$ cat config.mk
export PLATFORM = sky130hd
export DESIGN_NAME = dsc_operand_and_arith_exec
export DESIGN_NICKNAME = d
export VERILOG_FILES = /design/src/dsc_exec_pkg.sv /design/src/asr_unit.sv /design/src/dsc_operand_and_arith_exec.sv
export SDC_FILE = /design/constraint.sdc
export NUM_CORES = 2
export LEC_CHECK = 0
export CORE_MARGIN = 2
export CORE_UTILIZATION = 32
export CTS_BUF_LIST = sky130_fd_sc_hd__clkbuf_4 sky130_fd_sc_hd__clkbuf_8
export DETAILED_ROUTE_END_ITERATION = 16
export DONT_BUFFER_PORTS = 1
export PLACE_DENSITY = 0.52
export SKIP_LAST_GASP = 1
export SLEW_MARGIN = 10
export SYNTH_ARGS = -nofsm -noshare
export SYNTH_HDL_FRONTEND = slang
export SYNTH_SLANG_ARGS = --single-unit
$ cat constraint.sdc
create_clock -name REF_CLK -period 7 [get_ports REF_CLK]
set_input_delay 1.4 -clock REF_CLK [delete_from_list [all_inputs] [get_ports REF_CLK]]
set_output_delay 1.4 -clock REF_CLK [all_outputs]
set_load 0.05 [all_outputs]
$ cat src/dsc_exec_pkg.sv
/*
 package of the operand and arithmetic execution datapath: widths,
 operation codes, register numbers, bus offsets, flag positions and
 values after reset.
 assumes nothing of its surroundings.
*/
package dsc_exec_pkg;

   localparam int WORD_W   = 16;
   localparam int NUM_WORK = 16;
   localparam int ACC_W    = 40;

   typedef enum logic [3:0] {
      OP_NONE,
      OP_SUM_WITH_CARRY_OP_FILE,
      OP_SUM_WITH_CARRY_OP_TEN_BIT_LITERAL,
      OP_SUM_WITH_CARRY_OP_REG,
      OP_SUM_WITH_CARRY_OP_FIVE_BIT_LITERAL,
      OP_ADD_ACC,
      OP_ASR_FILE,
      OP_ASR_REG,
      OP_ASR_BY_REG,
      OP_ASR_BY_FIVE_BIT_LITERAL,
      OP_MAC,
      OP_SQR,
      OP_DIV
   } op_type;

   localparam logic [3:0] DEFAULT_WORK_IDX = 4'h0;
   localparam logic [3:0] DSP_FIRST_IDX    = 4'h4;
   localparam logic [3:0] X_PTR_IDX        = 4'h8;
   localparam logic [3:0] Y_PTR_IDX        = 4'hA;
   localparam logic [3:0] INDEX_IDX        = 4'hC;

   localparam logic [2:0] MOD_PLAIN   = 3'h0;
   localparam logic [2:0] MOD_INC2    = 3'h1;
   localparam logic [2:0] MOD_INC4    = 3'h2;
   localparam logic [2:0] MOD_INC6    = 3'h3;
   localparam logic [2:0] MOD_DEC2    = 3'h4;
   localparam logic [2:0] MOD_DEC4    = 3'h5;
   localparam logic [2:0] MOD_DEC6    = 3'h6;
   localparam logic [2:0] MOD_SPECIAL = 3'h7;

   localparam logic [7:0] OFS_CORE_STATUS = 8'h00;
   localparam logic [7:0] OFS_DSP_STATUS  = 8'h04;
   localparam logic [7:0] OFS_ACC_A_LO    = 8'h08;
   localparam logic [7:0] OFS_ACC_A_HI    = 8'h0C;
   localparam logic [7:0] OFS_ACC_B_LO    = 8'h10;
   localparam logic [7:0] OFS_ACC_B_HI    = 8'h14;
   localparam logic [7:0] OFS_WORK_BASE   = 8'h40;

   localparam int C_BIT  = 0;
   localparam int DC_BIT = 1;
   localparam int N_BIT  = 2;
   localparam int OV_BIT = 3;
   localparam int Z_BIT  = 4;
   localparam int OA_BIT = 0;
   localparam int OB_BIT = 1;
   localparam int SA_BIT = 2;
   localparam int SB_BIT = 3;

   localparam logic [4:0]  CORE_STATUS_RST = 5'h00;
   localparam logic [3:0]  DSP_STATUS_RST  = 4'h0;
   localparam logic [15:0] WORK_RST        = 16'h0000;
   localparam logic [39:0] ACC_RST         = 40'h00_0000_0000;

endpackage : dsc_exec_pkg

$ cat src/asr_unit.sv
/*
 arithmetic right shifter, sign filling, parameterised width.
 assumes a purely combinational use by its parent.
*/
`timescale 1ns/1ps
module asr_unit #(
   parameter int W  = 16,
   parameter int SW = 5
) (
   input  wire logic [W-1:0]  data_in,
   input  wire logic [SW-1:0] amount,
   output logic      [W-1:0]  data_out
);

   // sign bit fills the vacated upper positions
   assign data_out = W'($signed(data_in) >>> amount);

endmodule : asr_unit

$ cat src/dsc_operand_and_arith_exec.sv
/*
 execution datapath: working registers, carry-in additions, signed
 accumulator add, arithmetic right shifts, dsp operand checks and
 prefetch addressing, with an avalon-mm slave for software access.
 assumes decode drives one operation per cycle with OP_VALID and
 synchronous inputs on REF_CLK.
*/
// Added by the designer: the Avalon-MM register port and the placing of the registers.
`timescale 1ns/1ps
// How it works
// - sixteen working registers, any selectable as operand
// - default working operand is working register zero
// - squares accept only self pairs of four-seven
// - multiplies accept six distinct pairs of four-seven
// - x prefetch from eight/nine, modified, indexed, none
// - y prefetch from ten/eleven, modified, indexed, none
// - prefetched data lands only in four-seven
// - divide operands read directly from register pair
// - signed shifted add into accumulator, accumulator flags
// - file plus default plus carry, full flags
// - ten-bit literal plus carry into register
// - base plus five-bit literal plus carry
// - file shift right one, four flags
// - register shift right one, source to destination
// - shift by register count, negative zero only
// - shift by five-bit literal, negative zero only
// - core status holds carry, nibble, sign, overflow, zero
// - dsp status holds overflow, saturation per accumulator
module dsc_operand_and_arith_exec #(
   parameter int SHIFT_CNT_W = 4
) (
   input  wire logic        REF_CLK,
   input  wire logic        RST,
   input  wire logic        OP_VALID,
   input  wire logic [3:0]  OP_CODE,
   input  wire logic [3:0]  BASE_SEL,
   input  wire logic [3:0]  SRC_SEL,
   input  wire logic [3:0]  DEST_SEL,
   input  wire logic        TO_WORK,
   input  wire logic [15:0] FILE_DATA,
   input  wire logic [9:0]  LITERAL,
   input  wire logic [3:0]  SHIFT_LITERAL,
   input  wire logic        ACC_SEL,
   input  wire logic [1:0]  MUL_A_SEL,
   input  wire logic [1:0]  MUL_B_SEL,
   input  wire logic [3:0]  X_SEL,
   input  wire logic [3:0]  Y_SEL,
   input  wire logic        X_FETCH_VALID,
   input  wire logic [15:0] X_FETCH_DATA,
   input  wire logic [1:0]  X_FETCH_DEST,
   input  wire logic        Y_FETCH_VALID,
   input  wire logic [15:0] Y_FETCH_DATA,
   input  wire logic [1:0]  Y_FETCH_DEST,
   input  wire logic [7:0]  AVS_ADDRESS,
   input  wire logic        AVS_READ,
   input  wire logic        AVS_WRITE,
   input  wire logic [31:0] AVS_WRITEDATA,
   input  wire logic [3:0]  AVS_BYTEENABLE,
   output logic      [31:0] AVS_READDATA,
   output logic             AVS_WAITREQUEST,
   output logic             FILE_WR,
   output logic      [15:0] FILE_WDATA,
   output logic      [4:0]  CORE_STATUS,
   output logic      [3:0]  DSP_STATUS,
   output logic             OP_ILLEGAL,
   output logic      [15:0] MUL_OPA,
   output logic      [15:0] MUL_OPB,
   output logic             MUL_GO,
   output logic             X_RD,
   output logic      [15:0] X_ADDR,
   output logic             Y_RD,
   output logic      [15:0] Y_ADDR,
   output logic             DIV_GO,
   output logic      [15:0] DIV_DIVIDEND,
   output logic      [15:0] DIV_DIVISOR
);

   logic [15:0] work_reg [dsc_exec_pkg::NUM_WORK];
   logic [4:0]  core_reg;
   logic [3:0]  dsp_reg;
   logic [39:0] acc_a_reg;
   logic [39:0] acc_b_reg;
   logic [31:0] rdata_reg;
   logic        wait_reg;
   logic        file_wr_reg;
   logic [15:0] file_wdata_reg;
   logic        illegal_reg;
   logic [15:0] mul_a_reg;
   logic [15:0] mul_b_reg;
   logic        mul_go_reg;
   logic        x_rd_reg;
   logic [15:0] x_addr_reg;
   logic        y_rd_reg;
   logic [15:0] y_addr_reg;
   logic        div_go_reg;
   logic [15:0] dividend_reg;
   logic [15:0] divisor_reg;

   dsc_exec_pkg::op_type op;
   logic [15:0] base_operand_reg;
   logic [15:0] src_operand_reg;
   logic [15:0] default_work_operand;
   logic [15:0] add_a;
   logic [15:0] add_b;
   logic [16:0] add_sum;
   logic [4:0]  nib_sum;
   logic        carry_in;
   logic [15:0] shift_in;
   logic [4:0]  shift_amt;
   logic [15:0] shift_out;
   logic [15:0] result;
   logic        wr_work;
   logic [3:0]  wr_idx;
   logic        wr_file;
   logic [4:0]  core_next;
   logic [3:0]  dsp_next;
   logic        acc_we;
   logic [39:0] acc_next;
   logic        mul_legal;
   logic        pair_ok;
   logic        x_go;
   logic [15:0] x_addr_next;
   logic        x_upd;
   logic [3:0]  x_idx;
   logic [15:0] x_ptr_next;
   logic        y_go;
   logic [15:0] y_addr_next;
   logic        y_upd;
   logic [3:0]  y_idx;
   logic [15:0] y_ptr_next;
   logic        bus_req;
   logic        bus_wr;
   logic [31:0] rd_mux;

   assign op                   = dsc_exec_pkg::op_type'(OP_CODE);
   assign base_operand_reg     = work_reg[BASE_SEL];
   assign src_operand_reg      = work_reg[SRC_SEL];
   assign default_work_operand =
      work_reg[dsc_exec_pkg::DEFAULT_WORK_IDX];
   assign carry_in = core_reg[dsc_exec_pkg::C_BIT];

   assign add_sum = {1'b0, add_a} + {1'b0, add_b} + {16'h0000, carry_in};
   assign nib_sum = {1'b0, add_a[3:0]} + {1'b0, add_b[3:0]}
                  + {4'h0, carry_in};

   asr_unit #(
      .W  (16),
      .SW (5)
   ) shifter (
      .data_in  (shift_in),
      .amount   (shift_amt),
      .data_out (shift_out)
   );

   function automatic logic [15:0] post_delta(input logic [2:0] code);
      logic [15:0] d;
      d = 16'h0000;
      unique case (code)
         dsc_exec_pkg::MOD_INC2: d = 16'h0002;
         dsc_exec_pkg::MOD_INC4: d = 16'h0004;
         dsc_exec_pkg::MOD_INC6: d = 16'h0006;
         dsc_exec_pkg::MOD_DEC2: d = 16'hFFFE;
         dsc_exec_pkg::MOD_DEC4: d = 16'hFFFC;
         dsc_exec_pkg::MOD_DEC6: d = 16'hFFFA;
         default:                d = 16'h0000;
      endcase
      return d;
   endfunction : post_delta

   function automatic logic [15:0] merge16(input logic [15:0] old,
                                           input logic [31:0] wd,
                                           input logic [3:0]  be);
      logic [15:0] m;
      m = old;
      if (be[0]) m[7:0] = wd[7:0];
      if (be[1]) m[15:8] = wd[15:8];
      return m;
   endfunction : merge16

   // arithmetic operation select
   always_comb begin
      add_a     = 16'h0000;
      add_b     = 16'h0000;
      shift_in  = 16'h0000;
      shift_amt = 5'h00;
      result    = 16'h0000;
      wr_work   = 1'b0;
      wr_idx    = DEST_SEL;
      wr_file   = 1'b0;
      core_next = core_reg;
      unique case (op)
         dsc_exec_pkg::OP_SUM_WITH_CARRY_OP_FILE: begin
            add_a = FILE_DATA;
            add_b = default_work_operand;
         end
         dsc_exec_pkg::OP_SUM_WITH_CARRY_OP_TEN_BIT_LITERAL: begin
            add_a = {6'h00, LITERAL};
            add_b = work_reg[DEST_SEL];
         end
         dsc_exec_pkg::OP_SUM_WITH_CARRY_OP_REG: begin
            add_a = base_operand_reg;
            add_b = src_operand_reg;
         end
         dsc_exec_pkg::OP_SUM_WITH_CARRY_OP_FIVE_BIT_LITERAL: begin
            add_a = base_operand_reg;
            add_b = {11'h000, LITERAL[4:0]};
         end
         dsc_exec_pkg::OP_ASR_FILE: begin
            shift_in  = FILE_DATA;
            shift_amt = 5'h01;
         end
         dsc_exec_pkg::OP_ASR_REG: begin
            shift_in  = src_operand_reg;
            shift_amt = 5'h01;
         end
         dsc_exec_pkg::OP_ASR_BY_REG: begin
            shift_in  = base_operand_reg;
            shift_amt = {1'b0, src_operand_reg[SHIFT_CNT_W-1:0]};
         end
         dsc_exec_pkg::OP_ASR_BY_FIVE_BIT_LITERAL: begin
            shift_in  = base_operand_reg;
            shift_amt = LITERAL[4:0];
         end
         default: begin
            add_a = 16'h0000;
         end
      endcase
      if (OP_VALID) begin
         unique case (op)
            dsc_exec_pkg::OP_SUM_WITH_CARRY_OP_FILE, dsc_exec_pkg::OP_SUM_WITH_CARRY_OP_TEN_BIT_LITERAL,
            dsc_exec_pkg::OP_SUM_WITH_CARRY_OP_REG, dsc_exec_pkg::OP_SUM_WITH_CARRY_OP_FIVE_BIT_LITERAL: begin
               result = add_sum[15:0];
               core_next[dsc_exec_pkg::C_BIT]  = add_sum[16];
               core_next[dsc_exec_pkg::DC_BIT] = nib_sum[4];
               core_next[dsc_exec_pkg::N_BIT]  = add_sum[15];
               core_next[dsc_exec_pkg::OV_BIT] = (add_a[15] == add_b[15])
                                          && (add_sum[15] != add_a[15]);
               // sticky zero: only a nonzero result clears it
               if (add_sum[15:0] != 16'h0000)
                  core_next[dsc_exec_pkg::Z_BIT] = 1'b0;
               if (op == dsc_exec_pkg::OP_SUM_WITH_CARRY_OP_FILE) begin
                  wr_file = ~TO_WORK;
                  wr_work = TO_WORK;
                  wr_idx  = dsc_exec_pkg::DEFAULT_WORK_IDX;
               end else begin
                  wr_work = 1'b1;
               end
            end
            dsc_exec_pkg::OP_ASR_FILE, dsc_exec_pkg::OP_ASR_REG: begin
               result = shift_out;
               core_next[dsc_exec_pkg::C_BIT]  = shift_in[0];
               core_next[dsc_exec_pkg::N_BIT]  = shift_out[15];
               core_next[dsc_exec_pkg::OV_BIT] = 1'b0;
               core_next[dsc_exec_pkg::Z_BIT]  = (shift_out == 16'h0000);
               if (op == dsc_exec_pkg::OP_ASR_FILE) begin
                  wr_file = ~TO_WORK;
                  wr_work = TO_WORK;
                  wr_idx  = dsc_exec_pkg::DEFAULT_WORK_IDX;
               end else begin
                  wr_work = 1'b1;
               end
            end
            dsc_exec_pkg::OP_ASR_BY_REG, dsc_exec_pkg::OP_ASR_BY_FIVE_BIT_LITERAL: begin
               result  = shift_out;
               wr_work = 1'b1;
               core_next[dsc_exec_pkg::N_BIT] = shift_out[15];
               core_next[dsc_exec_pkg::Z_BIT] = (shift_out == 16'h0000);
            end
            default: begin
               result = 16'h0000;
            end
         endcase
      end
   end

   // signed add to the chosen accumulator
   always_comb begin
      logic [39:0] ext;
      logic [39:0] shifted;
      logic [39:0] acc_old;
      logic [40:0] sum;
      logic [3:0]  mag;
      logic        ovf_acc;
      logic        ovf_all;
      ext      = 40'h00_0000_0000;
      shifted  = 40'h00_0000_0000;
      acc_old  = ACC_SEL ? acc_b_reg : acc_a_reg;
      sum      = 41'h000_0000_0000;
      mag      = 4'h0;
      ovf_acc  = 1'b0;
      ovf_all  = 1'b0;
      dsp_next = dsp_reg;
      acc_we   = 1'b0;
      ext      = {{24{src_operand_reg[15]}}, src_operand_reg};
      if (SHIFT_LITERAL[3]) begin
         mag     = 4'h0 - SHIFT_LITERAL;
         shifted = ext << mag;
      end else begin
         mag     = {1'b0, SHIFT_LITERAL[2:0]};
         shifted = 40'($signed(ext) >>> mag);
      end
      sum      = {acc_old[39], acc_old} + {shifted[39], shifted};
      acc_next = sum[39:0];
      ovf_all  = (sum[40] != sum[39]);
      ovf_acc  = ~((&sum[39:31]) | ~(|sum[39:31]));
      if (OP_VALID && op == dsc_exec_pkg::OP_ADD_ACC) begin
         acc_we = 1'b1;
         if (ACC_SEL) begin
            dsp_next[dsc_exec_pkg::OB_BIT] = ovf_acc;
            dsp_next[dsc_exec_pkg::SB_BIT] =
               dsp_reg[dsc_exec_pkg::SB_BIT] | ovf_all;
         end else begin
            dsp_next[dsc_exec_pkg::OA_BIT] = ovf_acc;
            dsp_next[dsc_exec_pkg::SA_BIT] =
               dsp_reg[dsc_exec_pkg::SA_BIT] | ovf_all;
         end
      end
   end

   // multiply pairing and prefetch addressing
   always_comb begin
      pair_ok = (op == dsc_exec_pkg::OP_SQR) ?
                (MUL_A_SEL == MUL_B_SEL) :
                (MUL_A_SEL != MUL_B_SEL);
      mul_legal = OP_VALID && pair_ok &&
                  (op == dsc_exec_pkg::OP_MAC || op == dsc_exec_pkg::OP_SQR);
      x_idx = X_SEL[3] ? (dsc_exec_pkg::X_PTR_IDX + 4'h1)
                       : dsc_exec_pkg::X_PTR_IDX;
      y_idx = Y_SEL[3] ? (dsc_exec_pkg::Y_PTR_IDX + 4'h1)
                       : dsc_exec_pkg::Y_PTR_IDX;
      x_go        = mul_legal;
      x_upd       = mul_legal && (X_SEL[2:0] != dsc_exec_pkg::MOD_PLAIN);
      x_addr_next = work_reg[x_idx];
      x_ptr_next  = work_reg[x_idx] + post_delta(X_SEL[2:0]);
      if (X_SEL[2:0] == dsc_exec_pkg::MOD_SPECIAL) begin
         x_upd       = 1'b0;
         x_go        = mul_legal && X_SEL[3];
         x_addr_next = work_reg[x_idx] + work_reg[dsc_exec_pkg::INDEX_IDX];
      end
      y_go        = mul_legal;
      y_upd       = mul_legal && (Y_SEL[2:0] != dsc_exec_pkg::MOD_PLAIN);
      y_addr_next = work_reg[y_idx];
      y_ptr_next  = work_reg[y_idx] + post_delta(Y_SEL[2:0]);
      if (Y_SEL[2:0] == dsc_exec_pkg::MOD_SPECIAL) begin
         y_upd       = 1'b0;
         y_go        = mul_legal && Y_SEL[3];
         y_addr_next = work_reg[y_idx] + work_reg[dsc_exec_pkg::INDEX_IDX];
      end
   end

   assign bus_req = (AVS_READ | AVS_WRITE) & wait_reg;
   assign bus_wr  = AVS_WRITE & ~wait_reg;

   // working registers, later writers win
   always_ff @(posedge REF_CLK) begin
      if (RST) begin
         for (int i = 0; i < dsc_exec_pkg::NUM_WORK; i++)
            work_reg[i] <= dsc_exec_pkg::WORK_RST;
      end else begin
         if (bus_wr && AVS_ADDRESS[7:6] == dsc_exec_pkg::OFS_WORK_BASE[7:6]
             && AVS_ADDRESS[1:0] == 2'h0)
            work_reg[AVS_ADDRESS[5:2]] <=
               merge16(work_reg[AVS_ADDRESS[5:2]], AVS_WRITEDATA,
                       AVS_BYTEENABLE);
         if (x_upd)
            work_reg[x_idx] <= x_ptr_next;
         if (y_upd)
            work_reg[y_idx] <= y_ptr_next;
         if (X_FETCH_VALID)
            work_reg[dsc_exec_pkg::DSP_FIRST_IDX + {2'h0, X_FETCH_DEST}]
               <= X_FETCH_DATA;
         if (Y_FETCH_VALID)
            work_reg[dsc_exec_pkg::DSP_FIRST_IDX + {2'h0, Y_FETCH_DEST}]
               <= Y_FETCH_DATA;
         if (wr_work)
            work_reg[wr_idx] <= result;
      end
   end

   // status and accumulators
   always_ff @(posedge REF_CLK) begin
      if (RST) begin
         core_reg  <= dsc_exec_pkg::CORE_STATUS_RST;
         dsp_reg   <= dsc_exec_pkg::DSP_STATUS_RST;
         acc_a_reg <= dsc_exec_pkg::ACC_RST;
         acc_b_reg <= dsc_exec_pkg::ACC_RST;
      end else begin
         core_reg <= core_next;
         dsp_reg  <= dsp_next;
         if (bus_wr && AVS_ADDRESS == dsc_exec_pkg::OFS_CORE_STATUS
             && AVS_BYTEENABLE[0] && core_next == core_reg)
            core_reg <= AVS_WRITEDATA[4:0];
         if (bus_wr && AVS_ADDRESS == dsc_exec_pkg::OFS_DSP_STATUS
             && AVS_BYTEENABLE[0] && dsp_next == dsp_reg)
            dsp_reg <= AVS_WRITEDATA[3:0];
         if (acc_we && !ACC_SEL)
            acc_a_reg <= acc_next;
         if (acc_we && ACC_SEL)
            acc_b_reg <= acc_next;
      end
   end

   // operation results toward the rest of the core
   always_ff @(posedge REF_CLK) begin
      if (RST) begin
         file_wr_reg    <= 1'b0;
         file_wdata_reg <= 16'h0000;
         illegal_reg    <= 1'b0;
         mul_go_reg     <= 1'b0;
         mul_a_reg      <= 16'h0000;
         mul_b_reg      <= 16'h0000;
         x_rd_reg       <= 1'b0;
         x_addr_reg     <= 16'h0000;
         y_rd_reg       <= 1'b0;
         y_addr_reg     <= 16'h0000;
         div_go_reg     <= 1'b0;
         dividend_reg   <= 16'h0000;
         divisor_reg    <= 16'h0000;
      end else begin
         file_wr_reg <= wr_file;
         if (wr_file)
            file_wdata_reg <= result;
         illegal_reg <= OP_VALID && (op > dsc_exec_pkg::OP_DIV ||
            ((op == dsc_exec_pkg::OP_MAC || op == dsc_exec_pkg::OP_SQR)
             && !pair_ok));
         mul_go_reg <= mul_legal;
         if (mul_legal) begin
            mul_a_reg <= work_reg[dsc_exec_pkg::DSP_FIRST_IDX
                                  + {2'h0, MUL_A_SEL}];
            mul_b_reg <= work_reg[dsc_exec_pkg::DSP_FIRST_IDX
                                  + {2'h0, MUL_B_SEL}];
         end
         x_rd_reg <= x_go;
         if (x_go)
            x_addr_reg <= x_addr_next;
         y_rd_reg <= y_go;
         if (y_go)
            y_addr_reg <= y_addr_next;
         div_go_reg <= OP_VALID && op == dsc_exec_pkg::OP_DIV;
         if (OP_VALID && op == dsc_exec_pkg::OP_DIV) begin
            dividend_reg <= base_operand_reg;
            divisor_reg  <= src_operand_reg;
         end
      end
   end

   // register read decode
   always_comb begin
      rd_mux = 32'h0000_0000;
      if (AVS_ADDRESS[7:6] == dsc_exec_pkg::OFS_WORK_BASE[7:6]) begin
         if (AVS_ADDRESS[1:0] == 2'h0)
            rd_mux = {16'h0000, work_reg[AVS_ADDRESS[5:2]]};
      end else begin
         unique case (AVS_ADDRESS)
            dsc_exec_pkg::OFS_CORE_STATUS: rd_mux = {27'h000_0000, core_reg};
            dsc_exec_pkg::OFS_DSP_STATUS:  rd_mux = {28'h000_0000, dsp_reg};
            dsc_exec_pkg::OFS_ACC_A_LO:    rd_mux = acc_a_reg[31:0];
            dsc_exec_pkg::OFS_ACC_A_HI:    rd_mux = {24'h00_0000,
                                                     acc_a_reg[39:32]};
            dsc_exec_pkg::OFS_ACC_B_LO:    rd_mux = acc_b_reg[31:0];
            dsc_exec_pkg::OFS_ACC_B_HI:    rd_mux = {24'h00_0000,
                                                     acc_b_reg[39:32]};
            default:                       rd_mux = 32'h0000_0000;
         endcase
      end
   end

   // avalon slave: answer one cycle after the request
   always_ff @(posedge REF_CLK) begin
      if (RST) begin
         wait_reg  <= 1'b1;
         rdata_reg <= 32'h0000_0000;
      end else begin
         wait_reg <= ~bus_req;
         if (bus_req && AVS_READ)
            rdata_reg <= rd_mux;
      end
   end

   assign AVS_READDATA    = rdata_reg;
   assign AVS_WAITREQUEST = wait_reg;
   assign FILE_WR         = file_wr_reg;
   assign FILE_WDATA      = file_wdata_reg;
   assign CORE_STATUS     = core_reg;
   assign DSP_STATUS      = dsp_reg;
   assign OP_ILLEGAL      = illegal_reg;
   assign MUL_OPA         = mul_a_reg;
   assign MUL_OPB         = mul_b_reg;
   assign MUL_GO          = mul_go_reg;
   assign X_RD            = x_rd_reg;
   assign X_ADDR          = x_addr_reg;
   assign Y_RD            = y_rd_reg;
   assign Y_ADDR          = y_addr_reg;
   assign DIV_GO          = div_go_reg;
   assign DIV_DIVIDEND    = dividend_reg;
   assign DIV_DIVISOR     = divisor_reg;

endmodule : dsc_operand_and_arith_exec

==> impl_metrics.csv <==
group,metric,value,unit
clocking,cts_tree,"built",
min_path,min_to,"acc_b_reg[12]",
drt,viasPerCell,6.389,
power,p_leak,17.17,nW
logic_synthesis,synthMostInstantiatedCell,"nand2_1",
critical_path,crit_chain,"mux4_2 -> mux2i_1 -> mux2i_4 -> buf_4 -> nand2_1 -> a31oi_1 -> a21oi_1 -> nor2_1 -> a31o_2 -> ha_4 -> a211o_1 -> a2111oi_4 -> o31ai_2 -> o21a_1 -> o211a_1 -> o41ai_2 -> xnor2_1 -> o211ai_1 -> or4_4 -> mux2i_4 -> mux2i_1 -> a211o_1 -> mux2_4",
floorplanning,die_w,358.8,um
logic_synthesis,synth_edf_count,256,
drt,vias,39650,
clocking,clock-root-buffer,"clkbuf_8",
critical_path,r2r_end,"DSP_STATUS[3]",
job,maxCapViolations,0,
critical_path,reg2reg_from,"work_reg[0][6]",
logic_synthesis,synth.avg_cell_area,9.285,um2
floorplanning,row_count,130,
power,switching_share,0.3377,
grt,grt_usage,0.3011,
drt,drtIter0Drc,5515,
floorplanning,start_util,0.3216,
power,power_density,195.0,nW/um2
layout,drive_above_1_share,0.2302,
critical_path,regToRegSetupSlack,440,ps
grt,grt-ovfl-total,0,
sta,worst_pin_slew,1359,ps
grt,first_global_vias,37490,
clocking,cts_max_level,3,
sta,fin_setup_tns,0,ps
drt,post-route-drc-count,0,
critical_path,crit_fanout,61,
sta,hold_viol,0,
power,pwr-share-comb,0.255,
layout,n_fill_cell,12750,
drt,drtPass1Iterations,6,
clocking,ctsHoldBuffers,0,
drt,wl,198.9,mm
critical_path,cp_data_required_time,7700,ps
logic_synthesis,synth_top_area_share,0.1908,
min_path,holdCritStartpoint,"acc_b_reg[12]",
layout,area_growth,15.09,%
placement,dp.cells,6024,
logic_synthesis,syn-cell-area,40280,um2
drt,final_antenna_net_count,0,
critical_path,crit_path_end_kind,"flop",
floorplanning,dieHeight,358.8,um
grt,grt_pass1_wl,277.1,mm
logic_synthesis,yosys-top-cells-count,"nand2_1 (614), nor2_1 (340), a21oi_1 (324), mux4_2 (292), clkbuf_1 (286)",
layout,fin_nets,4738,
floorplanning,ios,307,
logic_synthesis,synth_cell_types,102,
critical_path,r2r_cells,23,
layout,seq_area,12490,um2
critical_path,cpPeakStageDelay,560,ps
power,clkPwrFrac,0.373,
placement,hpwlAfterDp,150.4,mm
logic_synthesis,ys_seq_elements,496,
logic_synthesis,ys_seq_area_frac,0.3101,
floorplanning,die_area,128700,um2
sta,clock.fmax,149.6,MHz
critical_path,critPathLaunchType,"input pin",
clocking,clk_latency,910,ps
clocking,cts_made_buffers,94,
placement,port_buffers,0,
logic_synthesis,syn-num-nets,4606,
critical_path,crit_arrival,7390,ps
power,ir_drop,152.2,uV
clocking,cts_buffer_depth,3,
clocking,ctsResizeCount,0,
min_path,worstHoldPathType,"reg2reg",
sta,finClkSkew,106.9,ps
logic_synthesis,ys.flop_type,"edfxtp_1",
layout,fin_cells,6205,
sta,rsz0062_at_grt,"no",
layout,multiInputGateArea,26140,um2
clocking,cts.sinks,496,
sta,hold_slack,465.3,ps
grt,antenna_found_initial,19,
logic_synthesis,synthTopCellsByArea,"edfxtp_1 (19%), mux4_2 (16%), dfxtp_1 (12%), nand2_1 (5.7%), a21oi_1 (4.0%)",
power,intPower,5.987,mW
floorplanning,core_region_area,125200,um2
sta,period_share,0.9549,
sta,finalCriticalPeriod,6684,ps
placement,globalplace.congestion,1.050,
clocking,clkSlewWorstSetupHoldPaths,60,ps
logic_synthesis,yosys.area.top_type,"edfxtp_1",
sta,setup_violations,0,
sta,maxSlewViolCount,0,
min_path,hold_depth,2,
power,p_total,9.041,mW
grt,grt_max_degree,242,
drt,routedWlPerCell,32.05,um
logic_synthesis,synthArstFlopShare,0,
logic_synthesis,yosysWarnings,0,
outcome,status,"finished, final reports clean",
layout,largest_reg_flops,256,
power,seqPwrFrac,0.371,
logic_synthesis,netlist_instances,4338,
power,power_switching,3.053,mW
critical_path,criticalPathCategory,"in2reg",
sta,relSlewSlack,0.07079,
clocking,postCtsSetupBuffers,0,
critical_path,crit_path_top_delay_cell,"or4_4",
worst max path at each step:
stage,startpoint,end,depth (start not counted)
4_1_cts,SRC_SEL[0],DSP_STATUS[3],25
6_report,SRC_SEL[0],DSP_STATUS[3],23
2_1_floorplan,SRC_SEL[0],DSP_STATUS[3],26
3_3_place_gp,SRC_SEL[0],DSP_STATUS[3],25
3_5_place_dp,SRC_SEL[0],DSP_STATUS[3],25
5_1_grt,SRC_SEL[2],DSP_STATUS[3],25
per-layer routing:
| metal | part of all wire | routed length [um] | vias to the layer above | GRT usage |
|---|---|---|---|---|
| li1 | - | - | 17020 | - |
| met1 | 0.36 | 72000 | 19480 | 0.3524 |
| met2 | 0.44 | 88290 | 2490 | 0.4732 |
| met3 | 0.12 | 23810 | 632 | 0.1071 |
| met4 | 0.073 | 14600 | 28 | 0.1813 |
| met5 | 0.00098 | 195 | - | 0 |
kinds of logic after synthesis:
family | after synthesis | share of synthesized area
compound gates | 1335 | 0.2177
xor+xnor | 93 | 0.02022
fa+ha+maj | 121 | 0.03889
buf+inv | 459 | 0.04610
flops | 496 | 0.3101
mux | 525 | 0.2249
simple gates | 1309 | 0.1421
worst max-delay path, delay by kind of cell:
family / cells / cell delay [ps]
multiplexers: 6 / 1700
AO/OA/AOI/OAI: 11 / 2820
buffers and inverters: 1 / 210
adder cells (fa/ha/maj): 1 / 220
XOR/XNOR: 1 / 200
AND/OR/NAND/NOR: 3 / 770
metrics by stage:
step                instance area, um2  setup slack (ps)  utilization
floorplan                        40410            -167.2            -
global placement                 44170            -435.9       0.3527
detailed placement               44170            -476.6       0.3527
CTS                              46320             364.3       0.3698
global route                     46340             6.835       0.3700
finish                           46360             315.5       0.3701
power by group through the flow:
| stage | clock network, mW | logic (mW) | registers, mW |
|---|---|---|---|
| finish | 3.38 | 2.31 | 3.36 |
| detailed placement | 0 | 2.21 | 3.41 |
| global route | 3.52 | 2.39 | 3.36 |
| global placement | 0 | 2.21 | 3.41 |
| CTS | 3.40 | 2.22 | 3.35 |
| floorplan | 0 | 1.38 | 3.34 |
cells in the final DEF (no fill, tap or decap), types with 28 or more instances in the layout:
cell type and count:
inv_1 91, nor3_1 76, nand2_1 614, o221ai_1 62, nand3_1 78, ha_1 112
mux4_2 292, mux2_2 89, nor2_1 337, clkbuf_8 111, o22ai_1 171, o211ai_1 30
xor2_1 30, o21ai_0 258, a21o_1 36, dfxtp_1 240, xnor2_1 61, a21oi_1 323
buf_4 393, nor2b_1 28, edfxtp_1 256, a31oi_1 33, a22oi_1 108, and3_1 28
a211oi_1 53, a22o_1 33, mux2i_1 130
area by class of cell:
| class | count | area share |
|---|---|---|
| clock buffer | 135 | 0.03684 |
| timing repair buffer | 403 | 0.06796 |
| clock inverter | 39 | 0.009554 |
| tap | 1650 | 0.04453 |
| multi-input combinational | 3383 | 0.5638 |
| sequential | 496 | 0.2695 |
| inverter | 92 | 0.007449 |
| antenna | 7 | 0.0003779 |
No activity file was read; power rests on OpenSTA's default activity.
